File: src/strobe_proc_pkg.sv
// Constants, types and helpers shared by the strobe processor files
// What this block does
// - Expose instruction port, four data registers, control register and interrupt requests.
// - Timer overflow events are the only timing input, used for waits and counts.
// - Two modes: immediate strobe execution and stored program execution.
// - Immediate strobes go to the radio at once and also control the processor.
// - Program mode runs stored instructions of the basic instruction types.
// - Non-immediate port writes store into memory; reads return current instruction; reset value C0.
// - Instructions are one byte, fetched from a 24-location memory.
// - Internal write pointer marks the next location, cleared to zero on reset.
// - Each store advances the pointer by one, stopping at the final location.
// - First store after clearing goes to location zero; execution starts at zero.
// - Writing the immediate halt strobe clears the write pointer.
// - Executing the program halt strobe clears the write pointer.
// - Reset fills every memory location with the no-operation opcode C0.
// - Immediate strobes are still accepted while a program runs.
// - The immediate run strobe starts execution after memory is filled.
// - While an immediate strobe executes, a port read returns C0.
// - An immediate strobe runs first; the interrupted program instruction completes afterwards.
// - Undefined opcodes execute as a no-operation but, unlike C0, send no strobe to the radio.
package strobe_proc_pkg;
   localparam int MEM_DEPTH = 24;
   localparam int PTR_W = 5;
   localparam logic [4:0] LAST_LOC = 5'h17;
   localparam logic [7:0] INSTR_RESET = 8'hC0;
   localparam logic [7:0] NOP_OPCODE = 8'hC0;
   localparam logic [7:0] IMM_HALT = 8'hFF;
   localparam logic [7:0] IMM_RUN = 8'hFE;
   localparam logic [7:0] PROG_HALT = 8'hDF;
   localparam logic [2:0] CLASS_IMM = 3'h7;
   localparam logic [2:0] CLASS_STROBE = 3'h6;
   localparam logic [2:0] CLASS_WAIT = 3'h4;
   localparam logic [7:0] OP_WAITX = 8'hBB;
   localparam logic [7:0] OP_INT = 8'hB9;
   localparam logic [7:0] OP_INCY = 8'hBD;
   localparam logic [7:0] OP_DECY = 8'hBE;
   localparam logic [7:0] OP_DECZ = 8'hBF;
   localparam logic [2:0] REG_X = 3'h0;
   localparam logic [2:0] REG_Y = 3'h1;
   localparam logic [2:0] REG_Z = 3'h2;
   localparam logic [2:0] REG_T = 3'h3;
   localparam logic [2:0] REG_CTRL = 3'h4;
   localparam logic [7:0] DATA_RESET = 8'h00;
   localparam logic [7:0] T_RESET = 8'hFF;
   localparam logic [7:0] T_HOLD = 8'hFF;
   localparam logic [7:0] CTRL_RESET = 8'h00;

   typedef enum logic [1:0] {ST_IDLE, ST_FETCH, ST_EXEC, ST_WAIT} seq_state_t;

   function automatic logic is_immediate(input logic [7:0] op);
      return op[7:5] == CLASS_IMM;
   endfunction
endpackage

File: src/imem_if.sv
// Connection between the sequencer and its instruction memory
`timescale 1ns/1ps
interface imem_if;
   logic wr_en;
   logic [4:0] wr_addr;
   logic [7:0] wr_data;
   logic [4:0] rd_addr;
   logic [7:0] rd_data;
   modport mem_side (input wr_en, input wr_addr, input wr_data, input rd_addr,
      output rd_data);
   modport user_side (output wr_en, output wr_addr, output wr_data, output rd_addr,
      input rd_data);
endinterface

File: src/strobe_imem.sv
// Instruction memory with reset fill and registered read
`timescale 1ns/1ps
module strobe_imem (
   // Clock and reset
   input wire logic i_mclk,
   input wire logic i_sys_rst,
   // Memory port
   imem_if.mem_side bus
);
   logic [7:0] mem_reg [strobe_proc_pkg::MEM_DEPTH];
   logic [7:0] rd_reg;

   always_ff @(posedge i_mclk or posedge i_sys_rst) begin
      if (i_sys_rst) begin
         for (int i = 0; i < strobe_proc_pkg::MEM_DEPTH; i++) begin
            mem_reg[i] <= strobe_proc_pkg::NOP_OPCODE;
         end
         rd_reg <= strobe_proc_pkg::NOP_OPCODE;
      end else begin
         if (bus.wr_en) begin
            mem_reg[bus.wr_addr] <= bus.wr_data;
         end
         rd_reg <= mem_reg[bus.rd_addr];
      end
   end

   assign bus.rd_data = rd_reg;
endmodule

File: src/strobe_processor.sv
// Command strobe processor: instruction port, write pointer and sequencer
`timescale 1ns/1ps
module strobe_processor (
   // Clock and reset
   input wire logic i_mclk,
   input wire logic i_sys_rst,
   // Instruction port
   input wire logic i_port_wr,
   input wire logic [7:0] i_port_wdata,
   output logic [7:0] o_port_rdata,
   // Data and control registers
   input wire logic i_rf_wr,
   input wire logic [2:0] i_rf_addr,
   input wire logic [7:0] i_rf_wdata,
   output logic [7:0] o_rf_rdata,
   // Timer events
   input wire logic i_mac_ovf,
   // Radio strobes
   output logic o_strobe_vld,
   output logic [7:0] o_strobe_code,
   // Interrupt requests
   output logic o_irq_stop,
   output logic o_irq_wait,
   output logic o_irq_int
);
   imem_if imem_bus();

   strobe_imem u_imem (
      .i_mclk(i_mclk),
      .i_sys_rst(i_sys_rst),
      .bus(imem_bus.mem_side)
   );

   strobe_proc_pkg::seq_state_t state_reg, state_next;
   logic [4:0] pc_reg, pc_next;
   logic [4:0] wptr_reg, wptr_next;
   logic [7:0] cur_reg, cur_next;
   logic [7:0] wcnt_reg, wcnt_next;
   logic [7:0] x_reg, x_next, y_reg, y_next, z_reg, z_next, t_reg, t_next;
   logic [7:0] ctrl_reg, ctrl_next;
   logic [7:0] strobe_reg, strobe_next;
   logic strobe_vld_reg, strobe_vld_next;
   logic imm_busy_reg, imm_busy_next;
   logic irq_stop_reg, irq_stop_next, irq_wait_reg, irq_wait_next;
   logic irq_int_reg, irq_int_next;
   logic imm_wr, store_wr, running;
   logic [7:0] op;

   assign imm_wr = i_port_wr && strobe_proc_pkg::is_immediate(i_port_wdata);
   assign store_wr = i_port_wr && !strobe_proc_pkg::is_immediate(i_port_wdata);
   assign running = state_reg != strobe_proc_pkg::ST_IDLE;
   assign op = imem_bus.rd_data;

   // Stores go to the write pointer; reads follow the program counter
   assign imem_bus.wr_en = store_wr;
   assign imem_bus.wr_addr = wptr_reg;
   assign imem_bus.wr_data = i_port_wdata;
   assign imem_bus.rd_addr = pc_reg;

   always_comb begin
      logic advance;
      logic stop;
      advance = 1'b0;
      stop = 1'b0;
      state_next = state_reg;
      pc_next = pc_reg;
      wptr_next = wptr_reg;
      cur_next = cur_reg;
      wcnt_next = wcnt_reg;
      x_next = x_reg;
      y_next = y_reg;
      z_next = z_reg;
      t_next = t_reg;
      ctrl_next = ctrl_reg;
      strobe_next = strobe_reg;
      strobe_vld_next = 1'b0;
      imm_busy_next = imm_wr;
      irq_stop_next = 1'b0;
      irq_wait_next = 1'b0;
      irq_int_next = 1'b0;
      if (store_wr && wptr_reg != strobe_proc_pkg::LAST_LOC) begin
         wptr_next = wptr_reg + 5'h01;
      end
      if (imm_wr) begin
         strobe_next = i_port_wdata;
         strobe_vld_next = 1'b1;
      end else begin
         // Program holds still for the cycle of an immediate strobe
         unique case (state_reg)
            strobe_proc_pkg::ST_IDLE: begin
               cur_next = strobe_proc_pkg::INSTR_RESET;
            end
            strobe_proc_pkg::ST_FETCH: begin
               state_next = strobe_proc_pkg::ST_EXEC;
            end
            strobe_proc_pkg::ST_EXEC: begin
               cur_next = op;
               advance = 1'b1;
               if (op == strobe_proc_pkg::PROG_HALT) begin
                  strobe_next = op;
                  strobe_vld_next = 1'b1;
                  wptr_next = '0;
                  advance = 1'b0;
                  stop = 1'b1;
               end else if (op[7:5] == strobe_proc_pkg::CLASS_STROBE) begin
                  strobe_next = op;
                  strobe_vld_next = 1'b1;
               end else if (op[7:5] == strobe_proc_pkg::CLASS_WAIT) begin
                  wcnt_next = {3'h0, op[4:0]};
                  state_next = strobe_proc_pkg::ST_WAIT;
                  advance = 1'b0;
               end else if (op == strobe_proc_pkg::OP_WAITX) begin
                  wcnt_next = x_reg;
                  state_next = strobe_proc_pkg::ST_WAIT;
                  advance = 1'b0;
               end else if (op == strobe_proc_pkg::OP_INT) begin
                  irq_int_next = 1'b1;
               end else if (op == strobe_proc_pkg::OP_INCY) begin
                  y_next = y_reg + 8'h01;
               end else if (op == strobe_proc_pkg::OP_DECY) begin
                  y_next = y_reg - 8'h01;
               end else if (op == strobe_proc_pkg::OP_DECZ) begin
                  z_next = z_reg - 8'h01;
               end
               // Other opcodes pass as a no-operation
            end
            strobe_proc_pkg::ST_WAIT: begin
               if (wcnt_reg == 8'h00) begin
                  irq_wait_next = 1'b1;
                  advance = 1'b1;
               end else if (i_mac_ovf) begin
                  wcnt_next = wcnt_reg - 8'h01;
               end
            end
         endcase
         if (advance) begin
            if (pc_reg == strobe_proc_pkg::LAST_LOC) begin
               stop = 1'b1;
            end else begin
               pc_next = pc_reg + 5'h01;
               state_next = strobe_proc_pkg::ST_FETCH;
            end
         end
      end
      // Overflow countdown halts the program at zero
      if (running && i_mac_ovf && t_reg != strobe_proc_pkg::T_HOLD) begin
         t_next = t_reg - 8'h01;
      end
      if (running && t_reg == 8'h00) begin
         stop = 1'b1;
      end
      if (imm_wr && i_port_wdata == strobe_proc_pkg::IMM_HALT) begin
         wptr_next = '0;
         stop = running;
         if (!running) begin
            state_next = strobe_proc_pkg::ST_IDLE;
         end
      end
      if (stop) begin
         state_next = strobe_proc_pkg::ST_IDLE;
         irq_stop_next = 1'b1;
      end
      if (imm_wr && i_port_wdata == strobe_proc_pkg::IMM_RUN) begin
         pc_next = '0;
         state_next = strobe_proc_pkg::ST_FETCH;
      end
      if (i_rf_wr) begin
         unique case (i_rf_addr)
            strobe_proc_pkg::REG_X: x_next = i_rf_wdata;
            strobe_proc_pkg::REG_Y: y_next = i_rf_wdata;
            strobe_proc_pkg::REG_Z: z_next = i_rf_wdata;
            strobe_proc_pkg::REG_T: t_next = i_rf_wdata;
            strobe_proc_pkg::REG_CTRL: ctrl_next = i_rf_wdata;
            default: ;
         endcase
      end
   end

   always_ff @(posedge i_mclk or posedge i_sys_rst) begin
      if (i_sys_rst) begin
         state_reg <= strobe_proc_pkg::ST_IDLE;
         pc_reg <= '0;
         wptr_reg <= '0;
         cur_reg <= strobe_proc_pkg::INSTR_RESET;
         wcnt_reg <= 8'h00;
         x_reg <= strobe_proc_pkg::DATA_RESET;
         y_reg <= strobe_proc_pkg::DATA_RESET;
         z_reg <= strobe_proc_pkg::DATA_RESET;
         t_reg <= strobe_proc_pkg::T_RESET;
         ctrl_reg <= strobe_proc_pkg::CTRL_RESET;
         strobe_reg <= strobe_proc_pkg::NOP_OPCODE;
         strobe_vld_reg <= 1'b0;
         imm_busy_reg <= 1'b0;
         irq_stop_reg <= 1'b0;
         irq_wait_reg <= 1'b0;
         irq_int_reg <= 1'b0;
      end else begin
         state_reg <= state_next;
         pc_reg <= pc_next;
         wptr_reg <= wptr_next;
         cur_reg <= cur_next;
         wcnt_reg <= wcnt_next;
         x_reg <= x_next;
         y_reg <= y_next;
         z_reg <= z_next;
         t_reg <= t_next;
         ctrl_reg <= ctrl_next;
         strobe_reg <= strobe_next;
         strobe_vld_reg <= strobe_vld_next;
         imm_busy_reg <= imm_busy_next;
         irq_stop_reg <= irq_stop_next;
         irq_wait_reg <= irq_wait_next;
         irq_int_reg <= irq_int_next;
      end
   end

   assign o_port_rdata = imm_busy_reg ? strobe_proc_pkg::NOP_OPCODE : cur_reg;
   assign o_strobe_vld = strobe_vld_reg;
   assign o_strobe_code = strobe_reg;
   assign o_irq_stop = irq_stop_reg;
   assign o_irq_wait = irq_wait_reg;
   assign o_irq_int = irq_int_reg;

   always_comb begin
      unique case (i_rf_addr)
         strobe_proc_pkg::REG_X: o_rf_rdata = x_reg;
         strobe_proc_pkg::REG_Y: o_rf_rdata = y_reg;
         strobe_proc_pkg::REG_Z: o_rf_rdata = z_reg;
         strobe_proc_pkg::REG_T: o_rf_rdata = t_reg;
         strobe_proc_pkg::REG_CTRL: o_rf_rdata = {ctrl_reg[7:1], running};
         default: o_rf_rdata = 8'h00;
      endcase
   end

   function automatic logic stop_cond();
      return (t_reg == 8'h00) || (i_port_wdata == strobe_proc_pkg::IMM_HALT)
         || (i_port_wdata == strobe_proc_pkg::IMM_RUN);
   endfunction
endmodule

File: config.mk
export PLATFORM = sky130hd
export DESIGN_NAME = strobe_processor
export DESIGN_NICKNAME = d
export VERILOG_FILES = /design/src/strobe_proc_pkg.sv /design/src/imem_if.sv /design/src/strobe_imem.sv /design/src/strobe_processor.sv
export SDC_FILE = /design/constraint.sdc
export NUM_CORES = 1
export LEC_CHECK = 0
export BUFFER_PORTS_ARGS = -buffer_cell sky130_fd_sc_hd__clkbuf_2
export CAP_MARGIN = 15
export CORE_ASPECT_RATIO = 1.1
export CORE_UTILIZATION = 45
export DETAILED_ROUTE_END_ITERATION = 10
export PLACE_DENSITY_LB_ADDON = 0.3
export SLEW_MARGIN = 20
export SYNTH_ARGS = -nofsm -noshare
export SYNTH_HDL_FRONTEND = slang
export SYNTH_HIERARCHICAL = 1
export SYNTH_SLANG_ARGS = --single-unit
File: constraint.sdc
create_clock -name i_mclk -period 9.7 [get_ports i_mclk]
set_input_delay 1.455 -clock i_mclk [delete_from_list [all_inputs] [get_ports i_mclk]]
set_output_delay 1.455 -clock i_mclk [all_outputs]
set_load 0.05 [all_outputs]
# Word-level counts from Yosys, hierarchy flattened
# Cells that the tools add are included.
totals:
  output_inout_bits: 28
  word_cells: 203
  regBits: 281
  in_bits: 24
op_classes:
  n_eq_ne: 28
  n_lt_le_gt_ge: 3
  n_addsub: 7
  n_reduce_logical: 26
  muxes: 95
  bitwise_logic: 3
op_table:
  columns: ["op", "count"]
  rows:
  - ["8-bit 2-to-1 mux", 40]
  - ["192-bit bitwise mux", 1]
  - ["8-bit equality test (second input constant)", 8]
  - ["5-bit 2-to-1 mux", 9]
  - ["8-bit binary-select mux with 5-bit select", 1]
  - ["8-bit demux with 5-bit select", 1]
  - ["8-bit case mux with 5 select lines", 1]
  - ["8-bit case mux with 2 select lines", 2]
  - ["8-bit by 1-bit subtractor with 8-bit output (second input constant)", 4]
  - ["1-bit 2-to-1 mux", 27]
  - ["2-bit 2-to-1 mux", 11]
  - ["8-bit logical NOT", 2]
  - ["3-bit equality test (second input constant)", 4]
  - ["6-bit greater-or-equal comparator (second input constant)", 2]
  - ["5-bit NOT with 6-bit output", 2]
  - ["5-bit by 1-bit adder with 5-bit output (second input constant)", 2]
  - ["2-bit nonzero test", 5]
  - ["1-bit logical AND", 9]
  - ["8-bit by 1-bit adder with 8-bit output (second input constant)", 1]
  - ["2-bit != test (second input constant)", 4]
  - ["8-bit != test (second input constant)", 1]
  - ["2-bit AND reduction", 4]
  - ["7-bit AND reduction", 1]
  - ["3-bit by 2-bit equality test with 1-bit output (second input constant)", 2]
  - ["16 further kinds", 18]

# Logic depth before layout (Yosys ltp)
# Gate-level depths: netlist of the first run.
depth:
  word_depth: 13
  ltp_mapped: 9
  mapped_depth_nobuf: 7

# Cells and area by module
# The synthesis of the first run kept the hierarchy.
modules_own_cells:
  columns: ["mod", "area_per_inst_um2", "cells_each", "n_inst", "seq_area_each_um2"]
  rows:
  - ["strobe_imem", 9117.5, 615, 1, 5067.4]
  - ["strobe_processor", 4800.9, 519, 1, 2016.9]

# Worst setup path before layout of the first run
# OpenSTA, ideal clock, no wires.
synth_timing:
  path_kind: "in2out"
  from: "input port i_rf_addr[0]"
  to: "output port o_rf_rdata[5]"
  arrival_time_ps: 3081
  cell_stages: 5
  path_slack_ps: 5164
  t_required_ps: 8245
  cell_sequence: "clkbuf_1 buf_1 mux2_2 a22oi_1 o22ai_1"
synth_between:
  elab_chain_len: 2
synth_rtl:
  columns: ["item", "line_no", "text"]
  rows:
  - ["start: declaration", "strobe_processor.sv:13", "input wire logic [2:0] i_rf_addr,"]
  - ["3-bit equality test, or another cell as far along", "strobe_processor.sv:225", "unique case (i_rf_addr)"]
  - ["8-bit case mux with 5 select lines (*)", "strobe_processor.sv:225", null]
  - ["end: declaration", "strobe_processor.sv:15", "output logic [7:0] o_rf_rdata,"]
# Every way passes the cells marked *; elsewhere a longest branch is shown, timed or not.

# Worst setup path in the final report of the first run
layout_timing:
  from: "input port i_rf_addr[1]"
  to: "output port o_rf_rdata[3]"
# The elaborated chain is that of the path after synthesis.

==> results of run 1 <==
==> kinds of logic after synthesis <==
kind of cell,count (synthesis)
AOI/OAI and AO/OA,158
and+or+nand+nor,261
muxes,303
adders and majority gates,12
xor gates and xnor gates,22
DFF,280
buffers and inverters,98
==> metal layers <==
metal,global-route usage,vias to the layer above
met2,0.349,208
met1,0.312,4809
met4,0.0534,0
li1,-,4221
met5,0,-
met3,0.0267,44
==> cell usage in the layout (no fill, tap or decap), drive strengths merged, types with 8 or more instances in the layout <==
cell    instances
dfrtp         218
mux2          214
clkbuf         97
nand2          75
mux2i          64
dfstp          62
nor2           55
o21ai          35
a21oi          29
inv            27
mux4           25
a22oi          22
nand3          21
nand4          18
xnor2          16
nor3           13
a221oi         13
nor2b          12
ha             12
a31oi          10
o22ai          10
or2             8
clkinv          8
==> path summary, 6_finish.rpt <==
path | start | slack [ns] | cells past startpoint | end
worst min register to register | u_imem/mem_reg[51] | 0.49 | 1 | u_imem/mem_reg[51]
worst max register to register | imem_bus.rd_addr[0] | 6.87 | 4 | u_imem/bus.rd_data[0]
worst max-delay path | i_rf_addr[1] | 5.31 | 5 | o_rf_rdata[3]
min in group asynchronous | i_sys_rst | 1.06 | 2 | u_imem/mem_reg[128]
max in group asynchronous | i_sys_rst | 7.39 | 3 | u_imem/mem_reg[32]
worst min-delay path | u_imem/mem_reg[51] | 0.49 | 1 | u_imem/mem_reg[51]
==> power by group through the flow <==
stage	sequential (mW)	combinational, mW	clock [mW]
2_1_floorplan	1.95	1.29	0
3_3_place_gp	2.10	1.52	0
3_5_place_dp	2.12	1.55	0
4_1_cts	2.11	1.56	1.18
5_1_grt	2.18	1.69	1.23
6_report	2.11	1.55	1.15
==> cell type report <==
type / instances / area (um^2)
clock buffers: 46 / 881
clock inverters: 10 / 130
fillers: 2675 / 15000
inverters: 29 / 118
multi-input cells: 756 / 6410
flip-flops and latches: 280 / 7090
well taps: 414 / 518
repair buffers: 57 / 308
==> critical path: stages <==
cell and delay, ns:
clkbuf_2 0.27, nor2_1 0.52, a22oi_1 0.21, o22ai_1 0.18, clkbuf_2 0.31
==> per-stage QoR <==
| stage | hold WS [ns] | std cells | area [um^2] | total power, mW |
|---|---|---|---|---|
| final | 0.491 | 1592 | 15500 | 4.82 |
| after global routing | 0.511 | 1592 | 15500 | 5.10 |
| after detailed placement | 0.481 | 1536 | 14400 | 3.67 |
| after CTS | 0.495 | 1592 | 15400 | 4.84 |
| after floorplan | 0.458 | 1134 | 13900 | 3.25 |
| after global placement | 0.474 | 1536 | 14400 | 3.62 |
==> results_dict.tcl, run 1 <==
set metrics [dict create \
    fin_tns_setup_ns 0 \
    rsz0062_at_grt "no" \
    die_y_um 186 \
    clkLatencyLatePin_ns 0.58 \
    synth-compound-area-share 0.0759 \
    synth.area.mux_share 0.260 \
    vdd.ir_drop.worst_mv 0.179 \
    clkSinkCount 280 \
    slew_viol_final 0 \
    tritoncts "done" \
    io_pins 52 \
    drc 0 \
    first_pass_iters 6 \
    synth_fp_nets 1170 \
    internal_power_mw 3.18 \
    finalNetCount 1190 \
    cts_resized 0 \
    met1_length_um 15300 \
    grt-ovfl-total 0 \
    arrival_ns 2.93 \
    synth_common_cells "218 x dfrtp_1, 206 x mux2_2, 75 x nand2_1, 64 x mux2i_1, 62 x dfstp_2" \
    async_flop_share 1.00 \
    power_density_mw_per_mm2 312 \
    dr_wl_met3_um 1410 \
    combPwrFrac 0.322 \
    p_leak_nw 6.68 \
    drt_first_iter_violations 746 \
    cts.clk_slew.worst_paths_ns 0.06 \
    routed.top_layer "met4" \
    timing.final.crit_share 0.452 \
    finalWorstSetupSlack_ns 5.31 \
    ys_types 67 \
    skew_ns 0.0470 \
    pre_cts_slack_ns 5.32 \
    yosysWarningCount 6 \
    switching_share 0.341 \
    tightestPinTransition_ns 0.955 \
    synth_xor_area_frac 0.0138 \
    die_width_um 170 \
    htree_levels 1 \
    grt_pass1_wl_um 53700 \
    synthDominantCellAreaShare 0.392 \
    die_area_mm2 0.0316 \
    antenna_found_initial 0 \
    yosysTopAreaCell "dfrtp_1" \
    area_growth_pct 11.1 \
    initial_core_util 0.457 \
    synth_edf_count 0 \
    post-cts-setup-buffer-count 0 \
    numPortBuffers 51 \
    drive_gt1_frac 0.362 \
    rows 67 \
    vias_per_cell 5.83 \
    vias 9282 \
    crit_fanout 23 \
    syn_area_mm2 0.0139 \
    synthFlopType "dfrtp_1" \
    ys_seq_area_frac 0.509 \
    cp-start-kind "input pin" \
    cap_violations 0 \
    p_switching_mw 1.64 \
    numCtsBuffers 30 \
    grt_pass1_vias 9236 \
    ys_ff_latch 280 \
    synthSimpleGateAreaFrac 0.101 \
    synth_top_family_by_area "multiplexers" \
    slew_headroom 0.363 \
    status "completed" \
    endpoint_kind "output port" \
    num_antenna_cells 0 \
    avgSynthCellArea_um2 12.3 \
    period_needed_ns 4.39 \
    coreArea_mm2 0.0304 \
    worstSetupPathType "input pin to output port" \
    netlist_instances 1134 \
    crit_required_ns 8.25 \
    hold_viol 0 \
    gp_congestion 0.900 \
    grt_max_degree 121 \
    max-clock-path-buffers 3 \
    setup_viol 0 \
    ys_top_cells_by_area "dfrtp_1 39%, mux2_2 17%, dfstp_2 12%" \
    holdCritPathClass "flip-flop to flip-flop" \
    post_drt_wl_per_cell_um 21.0 \
    route.met2.wl_um 16200 \
    totalWireLength_um 33500 \
    hold_buffers 0 \
    largest_register_ffs 192 \
    synth_most_common_cell "dfrtp_1" \
    dpl.hpwl_um 22200 \
    root_buffer "clkbuf_16" \
    p_clk_frac 0.239 \
    p_seq_frac 0.439 \
    fin_util 0.508 \
    antenna_left 0 \
    fmax_mhz 228 \
    grt_usage 0.217 \
    synth_adder_area_share 0.0108 \
]
Power figures use the tool's default switching activity.
==> inputs of run 2 (changes only) <==
--- a/config.mk
+++ b/config.mk
@@ -5,6 +5,7 @@
 export SDC_FILE = /design/constraint.sdc
 export NUM_CORES = 1
 export LEC_CHECK = 0
+export ABC_AREA = 1
 export BUFFER_PORTS_ARGS = -buffer_cell sky130_fd_sc_hd__clkbuf_2
 export CAP_MARGIN = 15
 export CORE_ASPECT_RATIO = 1.1
==> constraint.sdc (replaced) <==
create_clock -name i_mclk -period 3.7 [get_ports i_mclk]
set_input_delay 0.555 -clock i_mclk [delete_from_list [all_inputs] [get_ports i_mclk]]
set_output_delay 0.555 -clock i_mclk [all_outputs]
set_load 0.05 [all_outputs]
==> run 2 against run 1 <==
  * Critical endpoint is now o_rf_rdata[0]
  * Die area up 3.5%
  * Sequential share of layout area down 1.5 points
  * Clock power rose to 2.8 times the previous value
  * Via count is 35% higher
  * Sequential power increased to 2.5 times the previous value
  * Clock-buffer cell count increased by 2
  * Setup slack got worse by 4.6 ns
  * Synthesized cell count grew 64%
  * Area after synthesis up 3.6%
==> results_dict.tcl, run 2 <==
set metrics [dict create \
    rows 68 \
    dp.cells 2258 \
    ys_top_cells_by_area "dfrtp_1 38%, nand2_1 14%, dfstp_2 11%" \
    tritoncts "done" \
    first_pass_iters 6 \
    r2r-end "y_reg[6]" \
    grt_usage 0.242 \
    total_power_mw 13.6 \
    worstSetupPathType "flip-flop to output port" \
    syn_area_mm2 0.0144 \
    ys_seq_area_frac 0.491 \
    num_antenna_cells 0 \
    holdCritPathClass "input pin to asynchronous set/reset pin" \
    io_pins 52 \
    cap_violations 0 \
    synth_common_cells "523 x nand2_1, 269 x o21ai_0, 218 x dfrtp_1, 217 x inv_1, 157 x nand3_1" \
    crit_fanout 4 \
    cts.clk_slew.worst_paths_ns 0.06 \
    endpoint_kind "output port" \
    p_leak_nw 7.64 \
    drc 0 \
    fin_tns_setup_ns 0 \
    max-clock-path-buffers 3 \
    post-cts-setup-buffer-count 0 \
    layout.cells.non_filler 2316 \
    netlist_instances 1865 \
    vias_per_cell 5.40 \
    r2r_slack_ns 1.42 \
    cp-start-kind "flip-flop" \
    clkSinkCount 280 \
    antenna_left 0 \
    avgSynthCellArea_um2 7.73 \
    grt-ovfl-total 0 \
    coreArea_mm2 0.0315 \
    vias 12500 \
    die_area_mm2 0.0328 \
    drive_gt1_frac 0.119 \
    critical_path.slowest_cell "dfrtp_1" \
    totalWireLength_um 38700 \
    drt_first_iter_violations 1165 \
    final_cell_mix "523 x nand2_1, 269 x o21ai_0, 216 x dfrtp_1, 214 x inv_1, 157 x nand3_1" \
    clkLatencyLatePin_ns 0.59 \
    rsz0062_at_grt "no" \
    r2r-start "state_reg[0]" \
    power_density_mw_per_mm2 850 \
    synth_fp_nets 1901 \
    crit_family "compound AO/OA/AOI/OAI gates" \
    crit_chain "inv_1 > ha_1 > inv_1 > nand3_1 > o21ai_0 > a221oi_1 > o21ai_0 > clkbuf_2" \
    arrival_ns 2.41 \
    htree_levels 1 \
    initial_core_util 0.458 \
    numCtsBuffers 31 \
    slew_viol_final 0 \
    yosysWarningCount 6 \
    area_growth_pct 10.9 \
    hold_viol 0 \
    final_common_cell "nand2_1" \
    synthFlopType "dfrtp_1" \
    die_width_um 173 \
    grt_pass1_wl_um 63400 \
    largest_register_ffs 192 \
    finalNetCount 1907 \
    post_drt_wl_per_cell_um 16.7 \
    synth_edf_count 0 \
    status "completed" \
    grt_pass1_vias 11900 \
    slowest_delay_ns 0.41 \
    setup_viol 0 \
    vdd.ir_drop.worst_mv 0.414 \
    critPathBufInv 3 \
    timing.final.crit_share 0.802 \
    ys_types 45 \
    numPortBuffers 51 \
    slew_headroom 0.274 \
    hold_buffers 0 \
    grt_max_degree 89 \
    period_needed_ns 2.97 \
    skew_ns 0.0303 \
    ys_ff_latch 280 \
    cts_resized 0 \
    crit_required_ns 3.14 \
    worstRegToRegCells 10 \
    fmax_mhz 337 \
    root_buffer "clkbuf_16" \
    yosysTopAreaCell "dfrtp_1" \
    tightestPinTransition_ns 1.09 \
    dpl.hpwl_um 25900 \
    async_flop_share 1.00 \
    gp_congestion 0.872 \
    synthDominantCellAreaShare 0.378 \
    synth_most_common_cell "nand2_1" \
    die_y_um 190 \
    antenna_found_initial 0 \
]
## run 2: cell count changes after synthesis, moves of 14 or more
| cell | previous run | this run |
|---|---|---|
| nor2_1 | 47 | 109 |
| mux2_2 | 206 | 0 |
| nand3_1 | 21 | 157 |
| mux2i_1 | 64 | 1 |
| inv_1 | 28 | 217 |
| mux4_2 | 25 | 0 |
| o21ai_0 | 33 | 269 |
| a22oi_1 | 22 | 3 |
| o211ai_1 | 6 | 30 |
| buf_2 | 12 | 32 |
| o21ai_1 | 2 | 22 |
| xnor2_1 | 16 | 2 |
| nand2_1 | 75 | 523 |
## run 2: report_power, final
| group | switching [mW] | internal (mW) |
|---|---|---|
| combinational | 3.41 | 1.61 |
| clock | 1.27 | 1.92 |
| sequential | 0.861 | 4.52 |
## run 2: stage by stage
| step | hold slack, ns | utilization | area [um^2] | setup WS (ns) |
|---|---|---|---|---|
| 6_report | 0.118 | 0.508 | 16000 | 0.731 |
| 3_5_place_dp | 0.468 | 0.474 | 14900 | 1.11 |
| 3_3_place_gp | 0.460 | 0.474 | 14900 | 1.16 |
| 5_1_grt | 0.170 | 0.508 | 16000 | 0.637 |
| 2_1_floorplan | 0.448 | - | 14400 | 0.597 |
| 4_1_cts | 0.138 | 0.508 | 16000 | 0.747 |
## run 2: cells by family (layout without fill, tap and decap cells)
group           count (synthesis)  in the layout  share of synthesized area
buf+inv                       324            355                     0.0911
xor+xnor                       14             14                    0.00851
flops                         280            280                      0.491
fa+ha+maj                      12             12                     0.0104
compound gates                380            380                      0.142
mux                             1              1                   0.000694
simple gates                  854            854                      0.256
## run 2: area by class of cell
type,instances,area [um^2]
clock inverters,10,144
clock buffers,48,920
fillers,3067,15500
inverters,231,872
multi-input cells,1261,6020
repair buffers,66,418
flip-flops and latches,280,7090
well taps,420,526
## run 2: how the worst max path moves through the flow
| stage | start | endpoint | slack (ns) | depth (start not counted) |
|---|---|---|---|---|
| 5_1_grt | state_reg[1] | o_rf_rdata[0] | 0.64 | 8 |
| 6_report | state_reg[1] | o_rf_rdata[0] | 0.73 | 8 |
| 3_5_place_dp | i_port_wdata[6] | u_imem/mem_reg[120] | 1.11 | 9 |
| 2_1_floorplan | i_sys_rst | u_imem/bus.rd_data[0] | 0.60 | 1 |
| 3_3_place_gp | i_rf_addr[2] | o_rf_rdata[5] | 1.16 | 7 |
| 4_1_cts | state_reg[1] | o_rf_rdata[0] | 0.75 | 8 |
## run 2: worst reg2reg max path, delay by kind of cell (launching register included)
family,cells,cell delay [ns]
fa+ha+maj,1,0.38
simple gates,5,0.85
compound gates,2,0.28
buf+inv,2,0.25
flops,1,0.42
## run 2: metal layers
| metal | routed length [um] | track usage | up-vias |
|---|---|---|---|
| li1 | - | - | 6034 |
| met1 | 17000 | 0.327 | 5952 |
| met2 | 17900 | 0.391 | 441 |
| met3 | 2490 | 0.0366 | 82 |
| met4 | 1350 | 0.0931 | 0 |
| met5 | 0 | 0 | - |
==> inputs of run 3 (changes only) <==
==> constraint.sdc (replaced) <==
create_clock -name i_mclk -period 2.9 [get_ports i_mclk]
set_input_delay 0.435 -clock i_mclk [delete_from_list [all_inputs] [get_ports i_mclk]]
set_output_delay 0.435 -clock i_mclk [all_outputs]
set_load 0.05 [all_outputs]
==> run 3 against run 2 <==
  * Critical path depth unchanged
  * Setup slack got worse by 0.59 ns
  * First-iteration DRC count rose by 6.2%
  * Combinational power grew 28%
  * Non-clock buffer count grew 4
  * Total power is 29% higher
  * Flip-flop and latch count unchanged
  * Clock skew is 0.0038 ns lower
  * Utilization rose by 0.24 points
  * Global-route usage is 0.22 points higher
  * Clock power rose by 31%
  * Highest routed layer unchanged
==> results_dict.tcl, run 3 (synthesized netlist as in run 2, its figures left out) <==
set metrics [dict create \
    switching_share 0.407 \
    die_area_mm2 0.0328 \
    tightestPinTransition_ns 0.942 \
    drc 0 \
    setup_viol 0 \
    num_antenna_cells 0 \
    combPwrFrac 0.367 \
    endpoint_kind "output port" \
    final_common_cell "nand2_1" \
    p_clk_frac 0.238 \
    htree_levels 1 \
    totalWireLength_um 38700 \
    vdd.ir_drop.worst_mv 0.447 \
    grt_max_degree 113 \
    coreArea_mm2 0.0315 \
    tritoncts "done" \
    layout.cells.non_filler 2319 \
    vias 12300 \
    status "completed" \
    numCtsBuffers 31 \
    drive_gt1_frac 0.121 \
    p_seq_frac 0.395 \
    gp_congestion 0.893 \
    cp-start-kind "flip-flop" \
    grt_usage 0.244 \
    rows 68 \
    initial_core_util 0.458 \
    p_switching_mw 7.11 \
    timing.final.crit_share 0.951 \
    antenna_left 0 \
    slew_headroom 0.372 \
    dpl.hpwl_um 26000 \
    holdCritPathClass "input pin to flip-flop" \
    die_width_um 173 \
    numPortBuffers 51 \
    final_design_area_no_fill_mm2 0.0161 \
    cap_violations 0 \
    worstSetupPathType "flip-flop to output port" \
    hold_viol 0 \
    slew_viol_final 0 \
    grt_pass1_vias 11800 \
    dp.cells 2261 \
    antenna_found_initial 0 \
    clkSinkCount 280 \
    cts.clk_slew.worst_paths_ns 0.06 \
    max-clock-path-buffers 3 \
    drt_first_iter_violations 1237 \
    post_drt_wl_per_cell_um 16.7 \
    fin_tns_setup_ns 0 \
    placed_area_mm2 0.0150 \
    crit_fanout 4 \
    finalNetCount 1911 \
    io_pins 52 \
    crit_required_ns 2.47 \
    period_needed_ns 2.76 \
    vias_per_cell 5.31 \
    internal_power_mw 10.4 \
    grt-ovfl-total 0 \
    first_pass_iters 5 \
    area_growth_pct 11.4 \
    clkLatencyLatePin_ns 0.59 \
    root_buffer "clkbuf_16" \
    arrival_ns 2.32 \
    rsz0062_at_grt "no" \
    skew_ns 0.0266 \
    grt_pass1_wl_um 63800 \
    largest_register_ffs 192 \
    final_cell_mix "523 x nand2_1, 269 x o21ai_0, 216 x dfrtp_1, 215 x inv_1, 157 x nand3_1" \
    fmax_mhz 363 \
    power_density_mw_per_mm2 1090 \
    p_leak_nw 7.68 \
    die_y_um 190 \
]
## run 3: cell count changes in the layout (fill, tap and decap cells not counted), sizes merged
cell | previous run | this run
inv | 229 | 230
buf | 15 | 19
clkinvlp | 1 | 2
clkinv | 8 | 6
dlygate4sd3 | 0 | 1
clkbuf | 99 | 97
## run 3: path summary, 6_finish.rpt
| check | start | end | slack, ns | cells after the start |
|---|---|---|---|---|
| max in group asynchronous | i_sys_rst | t_reg[7] | 1.66 | 4 |
| setup reg to reg | state_reg[0] | y_reg[1] | 0.66 | 9 |
| min in group asynchronous | i_sys_rst | imem_bus.wr_addr[2] | 0.48 | 3 |
| hold / removal | i_port_wdata[7] | u_imem/mem_reg[7] | 0.14 | 3 |
| hold reg to reg | u_imem/mem_reg[40] | u_imem/mem_reg[40] | 0.48 | 2 |
| setup / recovery | state_reg[1] | o_rf_rdata[0] | 0.14 | 8 |
## run 3: cell type report
class,count,area [um^2]
Sequential cell,280,7090
Multi-Input combinational cell,1261,6020
Tap cell,420,526
Inverter,231,872
Clock inverter,10,153
Clock buffer,47,936
Fill cell,3087,15400
Timing Repair Buffer,70,463
## run 3: per-stage QoR
stage	total power, mW	setup slack, ns	utilization	hold WS, ns
6_report	17.5	0.142	0.510	0.143
5_1_grt	18.8	0.0189	0.510	0.150
4_1_cts	17.5	0.0353	0.510	0.121
3_5_place_dp	13.3	0.504	0.475	0.468
3_3_place_gp	13.1	0.603	0.475	0.462
2_1_floorplan	11.4	-0.0825	-	0.448
## run 3: worst max-delay path, stage by stage (launching register included)
cell and delay (ns):
dfrtp_1 0.41, inv_1 0.11, ha_1 0.20, inv_1 0.14
nand3_1 0.10, o21ai_0 0.13, a221oi_2 0.22, o21ai_0 0.17
buf_2 0.24
## run 3: metal layers
layer | share of wire | GRT usage | up-vias
met5 | 0 | 0 | -
met4 | 0.029 | 0.0852 | 0
met3 | 0.061 | 0.0366 | 72
met2 | 0.46 | 0.395 | 373
met1 | 0.44 | 0.334 | 5831
li1 | - | - | 6038
## run 3: timing repair
| action | CTS | global route |
|---|---|---|
| hold buffers | 1 | 0 |
| setup endpoints to repair | 0 | 1 |
| endpoints found under the hold margin | 30 | 0 |
| resized for setup | 0 | 2 |
| setup buffers | 0 | 0 |
## run 3: power groups by stage
stage               logic (mW)  clock network [mW]  registers [mW]
detailed placement        6.34                   0            6.92
floorplan                 4.79                   0            6.65
global route              7.33                4.39            7.10
global placement          6.20                   0            6.89
finish                    6.42                4.15            6.90
CTS                       6.38                4.23            6.88
